--- src/core/rac_pkg.sv ---
package rac_pkg;

    // ****************************************
    // register map
    // ****************************************
    localparam logic [7:0] ADDR_ALARM_CFG = 8'h00;
    localparam logic [7:0] ADDR_CLOCK_CFG = 8'h04;
    localparam logic [7:0] ADDR_ALARM_MD = 8'h08;
    localparam logic [7:0] ADDR_ALARM_WDH = 8'h0C;
    localparam logic [7:0] ADDR_ALARM_MS = 8'h10;

    // ****************************************
    // field positions
    // ****************************************
    localparam int CFG_EN_BIT = 15;
    localparam int CFG_ENDLESS_REPEAT_BIT = 14;
    localparam int CFG_MASK_HI = 13;
    localparam int CFG_MASK_LO = 10;
    localparam int CFG_RPT_HI = 7;
    localparam int CLK_WREN_BIT = 15;
    localparam int CLK_TON_BIT = 14;
    localparam int CLK_SYNC_BIT = 12;
    localparam int CAL_HI = 7;

    // ****************************************
    // reset values and constants
    // ****************************************
    localparam logic [7:0] RPT_RESET = 8'h00;
    localparam logic [7:0] RPT_WRAP = 8'hFF;
    localparam logic [7:0] RPT_ZERO = 8'h00;
    localparam logic [3:0] MASK_RESET = 4'h0;
    localparam logic [15:0] RD_ZERO = 16'h0000;
    localparam int XTAL_HZ = 32768;
    localparam int HALF_SEC_COUNTS = XTAL_HZ / 2;
    localparam logic [15:0] PRESC_TOP = 16'(HALF_SEC_COUNTS - 1);
    localparam logic [15:0] SYNC_WINDOW = 16'h0020;
    localparam logic [5:0] SEC_PER_MIN_M1 = 6'h3B;
    localparam int CAL_SCALE_SHIFT = 2;

    // ****************************************
    // alarm mask codes
    // ****************************************
    typedef enum logic [3:0] {
        MASK_HALF_SEC = 4'b0000,
        MASK_SEC = 4'b0001,
        MASK_TEN_SEC = 4'b0010,
        MASK_MIN = 4'b0011,
        MASK_TEN_MIN = 4'b0100,
        MASK_HOUR = 4'b0101,
        MASK_DAY = 4'b0110,
        MASK_WEEK = 4'b0111,
        MASK_MONTH = 4'b1000,
        MASK_YEAR = 4'b1001
    } rac_mask_t;

    // ****************************************
    // time and alarm value carriers
    // ****************************************
    typedef struct packed {
        logic month_tens;
        logic [3:0] month_ones;
        logic [1:0] day_tens;
        logic [3:0] day_ones;
        logic [2:0] weekday_digit;
        logic [1:0] hour_tens;
        logic [3:0] hour_ones;
        logic [2:0] minute_tens;
        logic [3:0] minute_ones;
        logic [2:0] second_tens;
        logic [3:0] second_ones;
    } rac_time_t;

endpackage
--- src/core/rac_alarm_cal.sv ---
// Design decisions made here: register access over APB and the address map.
`timescale 1ns/100ps
`default_nettype none

// Operation
// - weekday kept as three bits 10:8, values 0 to 6
// - hour tens in bits 5:4, hour ones in bits 3:0
// - weekday/hour writes accepted only while calendar_write_enable is 1
// - minute tens bits 14:12, minute ones bits 11:8
// - second tens bits 6:4, second ones bits 3:0
// - unimplemented alarm value bits read back as zero
// - signed calibration byte times four applied to prescaler each minute
// - negative value removes pulses, positive value adds pulses
// - alarm enabled by bit 15 of alarm configuration
// - mask bits 13:10 choose which digits must match
// - repeat count 00h without endless_repeat gives a single alarm
// - repeat count decrements per alarm; at 00h last alarm clears enable
// - endless_repeat bit 14 wraps repeat count 00h to FFh, endless alarms
// - every alarm raises an interrupt request
// - alarm pulse output toggles per alarm, synchronous to REF_CLK_I
// - mask codes 0000 to 1001 give half second to year intervals
module rac_alarm_cal
    import rac_pkg::*;
(
    // clock and reset
    input wire logic REF_CLK_I,
    input wire logic RESETN_I,
    // apb slave
    input wire logic PSEL_I,
    input wire logic PENABLE_I,
    input wire logic PWRITE_I,
    input wire logic [7:0] PADDR_I,
    input wire logic [31:0] PWDATA_I,
    output logic [31:0] PRDATA_O,
    output logic PREADY_O,
    output logic PSLVERR_O,
    // crystal and time
    input wire logic XTAL_I,
    input wire rac_pkg::rac_time_t TIME_I,
    output logic HALF_SEC_O,
    output logic SECOND_O,
    // alarm
    output logic ALARM_IRQ_O,
    output logic ALARM_PULSE_O
);
    import rac_pkg::*;

    // ****************************************
    // state
    // ****************************************
    logic xtal_rise;
    logic pready_ff, nxt_pready;
    logic pslverr_ff, nxt_pslverr;
    logic [31:0] prdata_ff, nxt_prdata;
    logic en_ff, nxt_en;
    logic endless_repeat_ff, nxt_endless_repeat;
    logic [3:0] mask_ff, nxt_mask;
    logic [7:0] rpt_ff, nxt_rpt;
    logic wren_ff, nxt_wren;
    logic ton_ff, nxt_ton;
    logic [7:0] cal_ff, nxt_cal;
    logic [15:0] md_ff, nxt_md;
    logic [15:0] wdh_ff, nxt_wdh;
    logic [15:0] ms_ff, nxt_ms;
    logic [15:0] presc_ff, nxt_presc;
    logic phase_ff, nxt_phase;
    logic [5:0] sec_cnt_ff, nxt_sec_cnt;
    logic half_ff, nxt_half;
    logic sec_ff, nxt_sec;
    logic eval_ff, nxt_eval;
    logic eval_sec_ff, nxt_eval_sec;
    logic irq_ff, nxt_irq;
    logic pulse_ff, nxt_pulse;
    logic sync_stat;
    logic wr_now;
    logic match;
    logic [16:0] reload;

    rac_pin_sync u_xtal_sync
    (
        .clk_i(REF_CLK_I),
        .rst_n_i(RESETN_I),
        .pin_i(XTAL_I),
        .rise_o(xtal_rise)
    );

    // ****************************************
    // apb register access
    // ****************************************
    assign wr_now = PSEL_I & PENABLE_I & pready_ff & PWRITE_I;
    assign sync_stat = ton_ff & (presc_ff < SYNC_WINDOW);

    always_comb
    begin
        nxt_pready = PSEL_I & ~PENABLE_I;
        nxt_pslverr = 1'b0;
        nxt_prdata = 32'h0000_0000;
        if (PSEL_I && !PENABLE_I)
        begin
            if (PADDR_I == ADDR_ALARM_CFG)
            begin
                nxt_prdata[CFG_EN_BIT] = en_ff;
                nxt_prdata[CFG_ENDLESS_REPEAT_BIT] = endless_repeat_ff;
                nxt_prdata[CFG_MASK_HI:CFG_MASK_LO] = mask_ff;
                nxt_prdata[CFG_RPT_HI:0] = rpt_ff;
            end
            else if (PADDR_I == ADDR_CLOCK_CFG)
            begin
                nxt_prdata[CLK_WREN_BIT] = wren_ff;
                nxt_prdata[CLK_TON_BIT] = ton_ff;
                nxt_prdata[CLK_SYNC_BIT] = sync_stat;
                nxt_prdata[CAL_HI:0] = cal_ff;
            end
            else if (PADDR_I == ADDR_ALARM_MD)
                nxt_prdata[15:0] = md_ff & 16'h1F3F;
            else if (PADDR_I == ADDR_ALARM_WDH)
                nxt_prdata[15:0] = wdh_ff & 16'h073F;
            else if (PADDR_I == ADDR_ALARM_MS)
                nxt_prdata[15:0] = ms_ff & 16'h7F7F;
            else
                nxt_pslverr = 1'b1;
        end
    end

    always_comb
    begin
        nxt_wren = wren_ff;
        nxt_ton = ton_ff;
        nxt_cal = cal_ff;
        nxt_md = md_ff;
        nxt_wdh = wdh_ff;
        nxt_ms = ms_ff;
        nxt_endless_repeat = endless_repeat_ff;
        nxt_mask = mask_ff;
        nxt_en = en_ff;
        nxt_rpt = rpt_ff;
        if (wr_now)
        begin
            if (PADDR_I == ADDR_ALARM_CFG)
            begin
                nxt_en = PWDATA_I[CFG_EN_BIT];
                nxt_endless_repeat = PWDATA_I[CFG_ENDLESS_REPEAT_BIT];
                nxt_mask = PWDATA_I[CFG_MASK_HI:CFG_MASK_LO];
                nxt_rpt = PWDATA_I[CFG_RPT_HI:0];
            end
            else if (PADDR_I == ADDR_CLOCK_CFG)
            begin
                nxt_wren = PWDATA_I[CLK_WREN_BIT];
                nxt_ton = PWDATA_I[CLK_TON_BIT];
                nxt_cal = PWDATA_I[CAL_HI:0];
            end
            else if (PADDR_I == ADDR_ALARM_MD && wren_ff)
                nxt_md = PWDATA_I[15:0] & 16'h1F3F;
            else if (PADDR_I == ADDR_ALARM_WDH && wren_ff)
                nxt_wdh = PWDATA_I[15:0] & 16'h073F;
            else if (PADDR_I == ADDR_ALARM_MS && wren_ff)
                nxt_ms = PWDATA_I[15:0] & 16'h7F7F;
        end
        // alarm event outranks a same-cycle software write
        if (eval_ff && match)
        begin
            if (rpt_ff != RPT_ZERO)
                nxt_rpt = rpt_ff - 8'h01;
            else if (endless_repeat_ff)
                nxt_rpt = RPT_WRAP;
            else
                nxt_en = 1'b0;
        end
    end

    // ****************************************
    // prescaler and calibration
    // ****************************************
    // positive cal shortens the reload, negative lengthens it
    assign reload = {1'b0, PRESC_TOP}
        - (17'(signed'(cal_ff)) <<< CAL_SCALE_SHIFT);

    always_comb
    begin
        nxt_presc = presc_ff;
        nxt_phase = phase_ff;
        nxt_sec_cnt = sec_cnt_ff;
        nxt_half = 1'b0;
        nxt_sec = 1'b0;
        if (ton_ff && xtal_rise)
        begin
            if (presc_ff == 16'h0000)
            begin
                nxt_half = 1'b1;
                nxt_phase = ~phase_ff;
                nxt_presc = PRESC_TOP;
                if (phase_ff)
                begin
                    nxt_sec = 1'b1;
                    if (sec_cnt_ff == SEC_PER_MIN_M1)
                    begin
                        nxt_sec_cnt = 6'h00;
                        nxt_presc = reload[15:0];
                    end
                    else
                        nxt_sec_cnt = sec_cnt_ff + 6'h01;
                end
            end
            else
                nxt_presc = presc_ff - 16'h0001;
        end
        nxt_eval = half_ff;
        nxt_eval_sec = sec_ff;
    end

    // ****************************************
    // alarm compare
    // ****************************************
    always_comb
    begin
        match = en_ff;
        if (mask_ff == MASK_HALF_SEC)
            match = match;
        else if (!eval_sec_ff || mask_ff > MASK_YEAR)
            match = 1'b0;
        if (mask_ff >= MASK_TEN_SEC && TIME_I.second_ones != ms_ff[3:0])
            match = 1'b0;
        if (mask_ff >= MASK_MIN && TIME_I.second_tens != ms_ff[6:4])
            match = 1'b0;
        if (mask_ff >= MASK_TEN_MIN && TIME_I.minute_ones != ms_ff[11:8])
            match = 1'b0;
        if (mask_ff >= MASK_HOUR && TIME_I.minute_tens != ms_ff[14:12])
            match = 1'b0;
        if (mask_ff >= MASK_DAY && {TIME_I.hour_tens, TIME_I.hour_ones} != wdh_ff[5:0])
            match = 1'b0;
        if (mask_ff == MASK_WEEK && TIME_I.weekday_digit != wdh_ff[10:8])
            match = 1'b0;
        if (mask_ff >= MASK_MONTH && {TIME_I.day_tens, TIME_I.day_ones} != md_ff[5:0])
            match = 1'b0;
        if (mask_ff == MASK_YEAR && {TIME_I.month_tens, TIME_I.month_ones} != md_ff[12:8])
            match = 1'b0;
        nxt_irq = eval_ff & match;
        nxt_pulse = pulse_ff ^ (eval_ff & match);
    end

    // ****************************************
    // registers
    // ****************************************
    always_ff @(posedge REF_CLK_I or negedge RESETN_I)
    begin
        if (!RESETN_I)
        begin
            pready_ff <= 1'b0;
            pslverr_ff <= 1'b0;
            prdata_ff <= 32'h0000_0000;
            en_ff <= 1'b0;
            endless_repeat_ff <= 1'b0;
            mask_ff <= MASK_RESET;
            rpt_ff <= RPT_RESET;
            wren_ff <= 1'b0;
            ton_ff <= 1'b0;
            cal_ff <= 8'h00;
            md_ff <= RD_ZERO;
            wdh_ff <= RD_ZERO;
            ms_ff <= RD_ZERO;
            presc_ff <= PRESC_TOP;
            phase_ff <= 1'b0;
            sec_cnt_ff <= 6'h00;
            half_ff <= 1'b0;
            sec_ff <= 1'b0;
            eval_ff <= 1'b0;
            eval_sec_ff <= 1'b0;
            irq_ff <= 1'b0;
            pulse_ff <= 1'b0;
        end
        else
        begin
            pready_ff <= nxt_pready;
            pslverr_ff <= nxt_pslverr;
            prdata_ff <= nxt_prdata;
            en_ff <= nxt_en;
            endless_repeat_ff <= nxt_endless_repeat;
            mask_ff <= nxt_mask;
            rpt_ff <= nxt_rpt;
            wren_ff <= nxt_wren;
            ton_ff <= nxt_ton;
            cal_ff <= nxt_cal;
            md_ff <= nxt_md;
            wdh_ff <= nxt_wdh;
            ms_ff <= nxt_ms;
            presc_ff <= nxt_presc;
            phase_ff <= nxt_phase;
            sec_cnt_ff <= nxt_sec_cnt;
            half_ff <= nxt_half;
            sec_ff <= nxt_sec;
            eval_ff <= nxt_eval;
            eval_sec_ff <= nxt_eval_sec;
            irq_ff <= nxt_irq;
            pulse_ff <= nxt_pulse;
        end
    end

    assign PRDATA_O = prdata_ff;
    assign PREADY_O = pready_ff;
    assign PSLVERR_O = pslverr_ff;
    assign HALF_SEC_O = half_ff;
    assign SECOND_O = sec_ff;
    assign ALARM_IRQ_O = irq_ff;
    assign ALARM_PULSE_O = pulse_ff;
endmodule
`default_nettype wire

--- src/core/rac_pin_sync.sv ---
`timescale 1ns/100ps
`default_nettype none

// two-stage synchroniser with rising edge pulse
module rac_pin_sync
(
    input wire logic clk_i,
    input wire logic rst_n_i,
    input wire logic pin_i,
    output logic rise_o
);

    logic meta_ff;
    logic sync_ff;
    logic last_ff;

    always_ff @(posedge clk_i or negedge rst_n_i)
    begin
        if (!rst_n_i)
        begin
            meta_ff <= 1'b0;
            sync_ff <= 1'b0;
            last_ff <= 1'b0;
        end
        else
        begin
            meta_ff <= pin_i;
            sync_ff <= meta_ff;
            last_ff <= sync_ff;
        end
    end

    assign rise_o = sync_ff & ~last_ff;

endmodule
`default_nettype wire

--- config.mk ---
export PLATFORM = sky130hd
export DESIGN_NAME = rac_alarm_cal
export DESIGN_NICKNAME = d
export VERILOG_FILES = /design/src/core/rac_pkg.sv /design/src/core/rac_alarm_cal.sv /design/src/core/rac_pin_sync.sv
export SDC_FILE = /design/constraint.sdc
export NUM_CORES = 1
export LEC_CHECK = 0
export BUFFER_PORTS_ARGS = -buffer_cell sky130_fd_sc_hd__buf_2
export CORE_MARGIN = 3
export CORE_UTILIZATION = 26
export DETAILED_ROUTE_END_ITERATION = 6
export SYNTH_ARGS = -nofsm -noshare
export SYNTH_HDL_FRONTEND = slang
export SYNTH_SLANG_ARGS = --single-unit
--- constraint.sdc ---
create_clock -name REF_CLK_I -period 2 [get_ports REF_CLK_I]
set_input_delay 0.3 -clock REF_CLK_I [delete_from_list [all_inputs] [get_ports REF_CLK_I]]
set_output_delay 0.3 -clock REF_CLK_I [all_outputs]
set_load 0.01 [all_outputs]
; Word-level counts from Yosys, hierarchy flattened
; Index checks and enable logic that the tools add are counted.
[op_classes]
addsub = 4
order_cmp = 8
n_eq_ne = 15
n_mux = 47
bitwise = 15
n_reduce_logical = 28
[ops]
columns = operator, count
row1 = $mux 16, 6
row2 = $mux 8, 7
row3 = $mux 1, 28
row4 = $eq 8x4->1 const B, 2
row5 = $logic_not 16->1, 1
row6 = $lt 16x6->1 const B, 1
row7 = $sub 15x10->16 const A, 1
row8 = $sub 16x1->16 const B, 1
row9 = $mux 15, 1
row10 = $logic_and 1x1->1, 14
row11 = $ge 4x3->1 const B, 3
row12 = $mux 6, 2
row13 = $ne 6x6->1, 2
row14 = $ne 3x3->1, 3
row15 = $eq 8x3->1 const B, 1
row16 = $eq 8x5->1 const B, 1
row17 = $ge 4x2->1 const B, 2
row18 = $logic_not 8->1, 1
row19 = $ne 4x4->1, 2
row20 = $reduce_bool 8->1, 1
row21 = $sub 8x1->8 const B, 1
row22 = $and 1x1->1, 7
row23 = $not 1->1, 7
row24 = $add 6x1->6 const B, 1
row25 = other kinds (17), 21
[word_totals]
register_bits = 108
inputBits = 80
wordCells = 142

; Depth between registers and ports, before layout
[logic_depth]
depth_word = 14
depth_mapped = 10

; Cells and area by module
; A second synthesis with hierarchy kept.
[unflattened]
cells_unflattened = 555
area_unflattened_um2 = 5674.2
[by_module_without_submodules]
columns = module, instances, cells_each, area_per_inst_um2
row1 = rac_alarm_cal, 1, 551, 5585.4
row2 = rac_pin_sync, 1, 4, 88.8

; Least setup slack after synthesis
; No wires, ideal clock.
[synth_path]
path_type = input to register
start = input port PADDR_I[1]
end = register md_ff[0]
setup_time_ns = 0.125
arrival_time_ns = 1.904
required_time_ns = 1.875
slack_ns = -0.028
cell_stages = 9
path_buffers = 2
cell_sequence = nor3_1 -> nand2_1 -> nor2_2 -> and2_1 -> buf_2 -> nand3_1 -> nor2_1 -> buf_4 -> mux2_2
[synth_between]
elab_chain_len = 3
word_cells_on_any_way = 7
cone_classes = eq/ne (2) / bitwise (2) / reduce/logical (3)
[synth_lines]
columns = item, line_no
row1 = from (decl), rac_alarm_cal.sv:32  ; input wire logic [7:0] PADDR_I,
row2 = "$eq 8x4->1, or another cell as far along", rac_alarm_cal.sv:152  ; else if (PADDR_I == ADDR_ALARM_MD && wren_ff)
row3 = $logic_and 1x1->1 or $not 1->1 (tied branches), n/a
row4 = $reduce_and 4->1 (no source line) *, n/a
row5 = to (signal assigned), rac_alarm_cal.sv:283  ; md_ff <= nxt_md;
row6 = to (decl), rac_alarm_cal.sv:62  ; logic [15:0] md_ff, nxt_md;
; Mark *: on every way between the ends. The rest lies on a longest branch, timed or not.
; A chain may end at the register's enable or synchronous reset.

; Worst setup path in the final report
[layout_path]
start = register wdh_ff[0]
end = register rpt_ff[2]
[layout_between]
elab_chain_len = 8
[layout_lines]
columns = item, line_no
row1 = from (decl), rac_alarm_cal.sv:63  ; logic [15:0] wdh_ff, nxt_wdh;
row2 = from (signal assigned), rac_alarm_cal.sv:284  ; wdh_ff <= nxt_wdh;
row3 = $ne 6x6->1, rac_alarm_cal.sv:229  ; if (mask_ff >= MASK_DAY && {TIME_I.hour_tens, TIME_I.hour_ones} != wdh_ff[5:0])
row4 = $logic_and 1x1->1, rac_alarm_cal.sv:229
row5 = $mux 1, rac_alarm_cal.sv:229
row6 = $mux 1, rac_alarm_cal.sv:231  ; if (mask_ff == MASK_WEEK && TIME_I.weekday_digit != wdh_ff[10:8])
row7 = $mux 1, rac_alarm_cal.sv:233  ; if (mask_ff >= MASK_MONTH && {TIME_I.day_tens, TIME_I.day_ones} != md_ff[5:0])
row8 = $mux 1, rac_alarm_cal.sv:235  ; if (mask_ff == MASK_YEAR && {TIME_I.month_tens, TIME_I.month_ones} != md_ff[12:8])
row9 = $logic_and 1x1->1, rac_alarm_cal.sv:160  ; if (eval_ff && match)
row10 = $mux 8, rac_alarm_cal.sv:160
row11 = via nxt_rpt[2], rac_alarm_cal.sv:58  ; logic [7:0] rpt_ff, nxt_rpt;
row12 = to (signal assigned), rac_alarm_cal.sv:279  ; rpt_ff <= nxt_rpt;
row13 = to (decl), rac_alarm_cal.sv:58
; The timed path passes the listed nets, and every way through them passes these cells.

==> out/results.txt <==
setup slack at placement - -0.228 ns
vias after detailed routing - 4,713
Slew @ Worst Pin - 0.489 ns
setup slack, reg-to-reg - -0.16 ns
Top Family by Delay on Critical Path - buffers and inverters
Compound-Gate Fraction of Synth Area - 0.158
count of inserted antenna diode cells - 0
sum of negative setup slack - -0.866 ns
routed wirelength normalized by instance count - 16.0 µm
total of warnings raised by yosys - 0
routability congestion estimate from global placement - 0.855
class of the most critical hold timing path - in2reg
fin. max-slew vios - 0
simple logic cell fraction of the synthesized area - 0.157
Relative slew margins - 0.665
final net count - 803
startpoint of the most critical setup path - wdh_ff[0]
level count of the clock H-tree - 3
DR vias/cell - 4.72
Hold Startpoint - XTAL_I
number of max-cap violations - 0
fraction of synthesized area in multiplexers - 0.0880
via count of the first global-routing pass - 4,641
detailed-routing iteration count for the pre-antenna-repair pass - 4
Worst setup EP type - register
largest buffer count on any clock path - 2
Final Hold Violating Endpoints - 0
status - complete, but fails checks
TritonCTS sink count - 108
adder and majority cell fraction of the synthesized area - 0.0110
Filler Cells Inserted - 2,169
Crit Reg-Reg Startpoint - wdh_ff[0]
dominant combinational cell family by area after synthesis - compound AO/OA/AOI/OAI gates
leftover overflow at the end of global routing - 0
fraction of the yosys area taken by sequential cells - 0.477
violation count after the first detailed-route iteration - 239
hold endpoint - u_xtal_sync.meta_ff
clock tree from TritonCTS - done
standard-cell row count - 53
post-route worst setup slack - -0.160 ns
power per unit of standard cell area - 652 nW/µm²
register clock-pin slew on the reported worst setup and hold paths - 0.07 ns
area of the mapped netlist - 5700 µm²
initial core utilization - 0.268
fin crit period - 2.16 ns
insertion delay of the later-clocked pin in the worst-skew pair - 0.36 ns
first-pass GRT wire length - 25.0 mm
WP data required - 2.26 ns
CTS root buffer - clkbuf_16
dominant cell type by count on the critical path - buf_4
share of layout cells above drive strength 1 - 0.379
Avg Cell Area, Syn - 10.3 µm²
largest vdd supply drop - 401 µV
FFs w/ async S/R, synth - 1.00
pin count of the biggest net entering global routing - 38
total detailed-routing wirelength - 16.0 mm
Register-to-Register Path Depth - 10
Worst Path Buf+Inv - 3
most used cells in the layout excluding fill and tap cells - 94 x dfrtp_1, 84 x buf_2, 84 x buf_4
die span in x - 154 µm
total power of the final layout - 4880 µW
Post-Layout Inst Area - 7480 µm²
count of nets left with antenna violations after detail routing - 0
die area - 23,800 µm²
Finish-stage setup viols - 9
number of DRC violations after detailed routing - 0
count of mapped cells out of synthesis - 554
critical path startpoint category - register
number of CTS-inserted buffers - 9
critical path, cell by cell - xnor2_2 -> nand4_1 -> buf_4 -> o21ai_0 -> nand2_1 -> a221oi_2 -> buf_4 -> buf_4 -> a211oi_1 -> nor3b_1
layout overhead on the synthesized area - 31.1%
dominant register cell in the synthesized netlist - dfrtp_1
number of synthesized register bits - 108
chip height - 154 µm
reg2reg end - rpt_ff[2]
WP data arrival - 2.42 ns
maximum fanout along the worst path - 8
Crit-path slowest cell - dfrtp_1
Placed Instance Area - 7000 µm²
antenna violations before repair - 3
worst setup path class - reg2reg
input/output buffers - 85
overall fraction of global-route tracks in use - 0.132
clock skew after layout - 0.00715 ns
HPWL Detailed - 12.2 mm
commonest non-fill, non-tap cell in the layout - dfrtp_1
CP max stage delay - 0.42 ns
LEAKAGE - 0.00358 µW
final cycle utilization of the critical path - 1.08
post-synthesis share of cell area spent on xor and xnor gates - 0.0583
number of flops mapped to enable cells by yosys - 0
violations in the final reports - setup timing
io pins - 118
RSZ-0062 raised after global routing - yes
post-route core utilization - 0.351
core area - 21,300 µm²
maximum clock frequency - 463 MHz
count of different cell masters after synthesis - 67
number of cells on the worst hold path - 1
## cell families after synthesis
group | after synthesis
AND/OR/NAND/NOR | 169
AO/OA/AOI/OAI | 134
flip-flops | 108
buffers and inverters | 54
multiplexers | 45
XOR/XNOR | 38
adder cells (fa/ha/maj) | 5
other | 1
## stage by stage
stage / hold WS (ns) / std cells
floorplan: 0.00441 / 569
global placement: 0.212 / 975
detailed placement: 0.215 / 975
CTS: 0.0279 / 993
global route: 0.0339 / 998
finish: 0.0448 / 998
## power by group
| part | internal, µW | switching, µW |
|---|---|---|
| Combinational | 253 | 316 |
| Sequential | 2210 | 18.8 |
| Clock | 1230 | 846 |
| Total | 3690 | 1180 |
## Yosys cell counts (12+ instances only)
| library cell | count | share of area |
|---|---|---|
| buf_4 | 18 | 0.024 |
| mux2_2 | 41 | 0.081 |
| dfrtp_1 | 94 | 0.41 |
| nand2_1 | 48 | 0.032 |
| xnor2_1 | 29 | 0.045 |
| nor2_1 | 44 | 0.029 |
| nor3_1 | 16 | 0.014 |
| a22oi_1 | 12 | 0.016 |
| inv_1 | 17 | 0.011 |
| a21oi_1 | 29 | 0.025 |
| dfstp_2 | 14 | 0.064 |
| o21ai_0 | 38 | 0.033 |
## what timing repair did
item	CTS	global route
hold buffers	1	0
gates resized for setup	3	11
pin swaps	1	13
setup buffers	1	5
endpoints found under the setup margin	10	16
endpoints found under the hold margin	11	0
cloned	0	0
## area by class of cell
cell class | instances | area [µm²] | share of cell area
well taps | 275 | 344 | 0.0460
clock inverters | 7 | 123 | 0.0164
multi-input cells | 407 | 2830 | 0.379
clock buffers | 9 | 225 | 0.0301
inverters | 18 | 72.6 | 0.00971
flip-flops and latches | 108 | 2720 | 0.364
repair buffers | 174 | 1160 | 0.155
## state kept, by name (all words and copies together) (netlist names), 4 cells and up
| name | cells |
|---|---|
| wdh_ff | 9 |
| mask_ff | 4 |
| presc_ff | 16 |
| ms_ff | 14 |
| PRDATA_O | 16 |
| sec_cnt_ff | 6 |
| rpt_ff | 8 |
| md_ff | 11 |
| cal_ff | 8 |
## how the worst max path moves through the flow
stage	slack, ns	cells after the start	end
final	-0.16	10	rpt_ff[2]
after global routing	-0.33	10	rpt_ff[2]
after CTS	-0.14	8	rpt_ff[4]
after detailed placement	-0.23	9	rpt_ff[4]
after global placement	-0.17	9	rpt_ff[4]
after floorplan	0.007	9	md_ff[0]
## routing by layer
layer	vias up	part of all wire	global-route usage
li1	2288	-	-
met1	2274	0.44	0.183
met2	117	0.47	0.206
met3	28	0.067	0.0338
met4	6	0.019	0.0374
met5	-	0.0028	0
No activity file was read; power rests on OpenSTA's default activity.
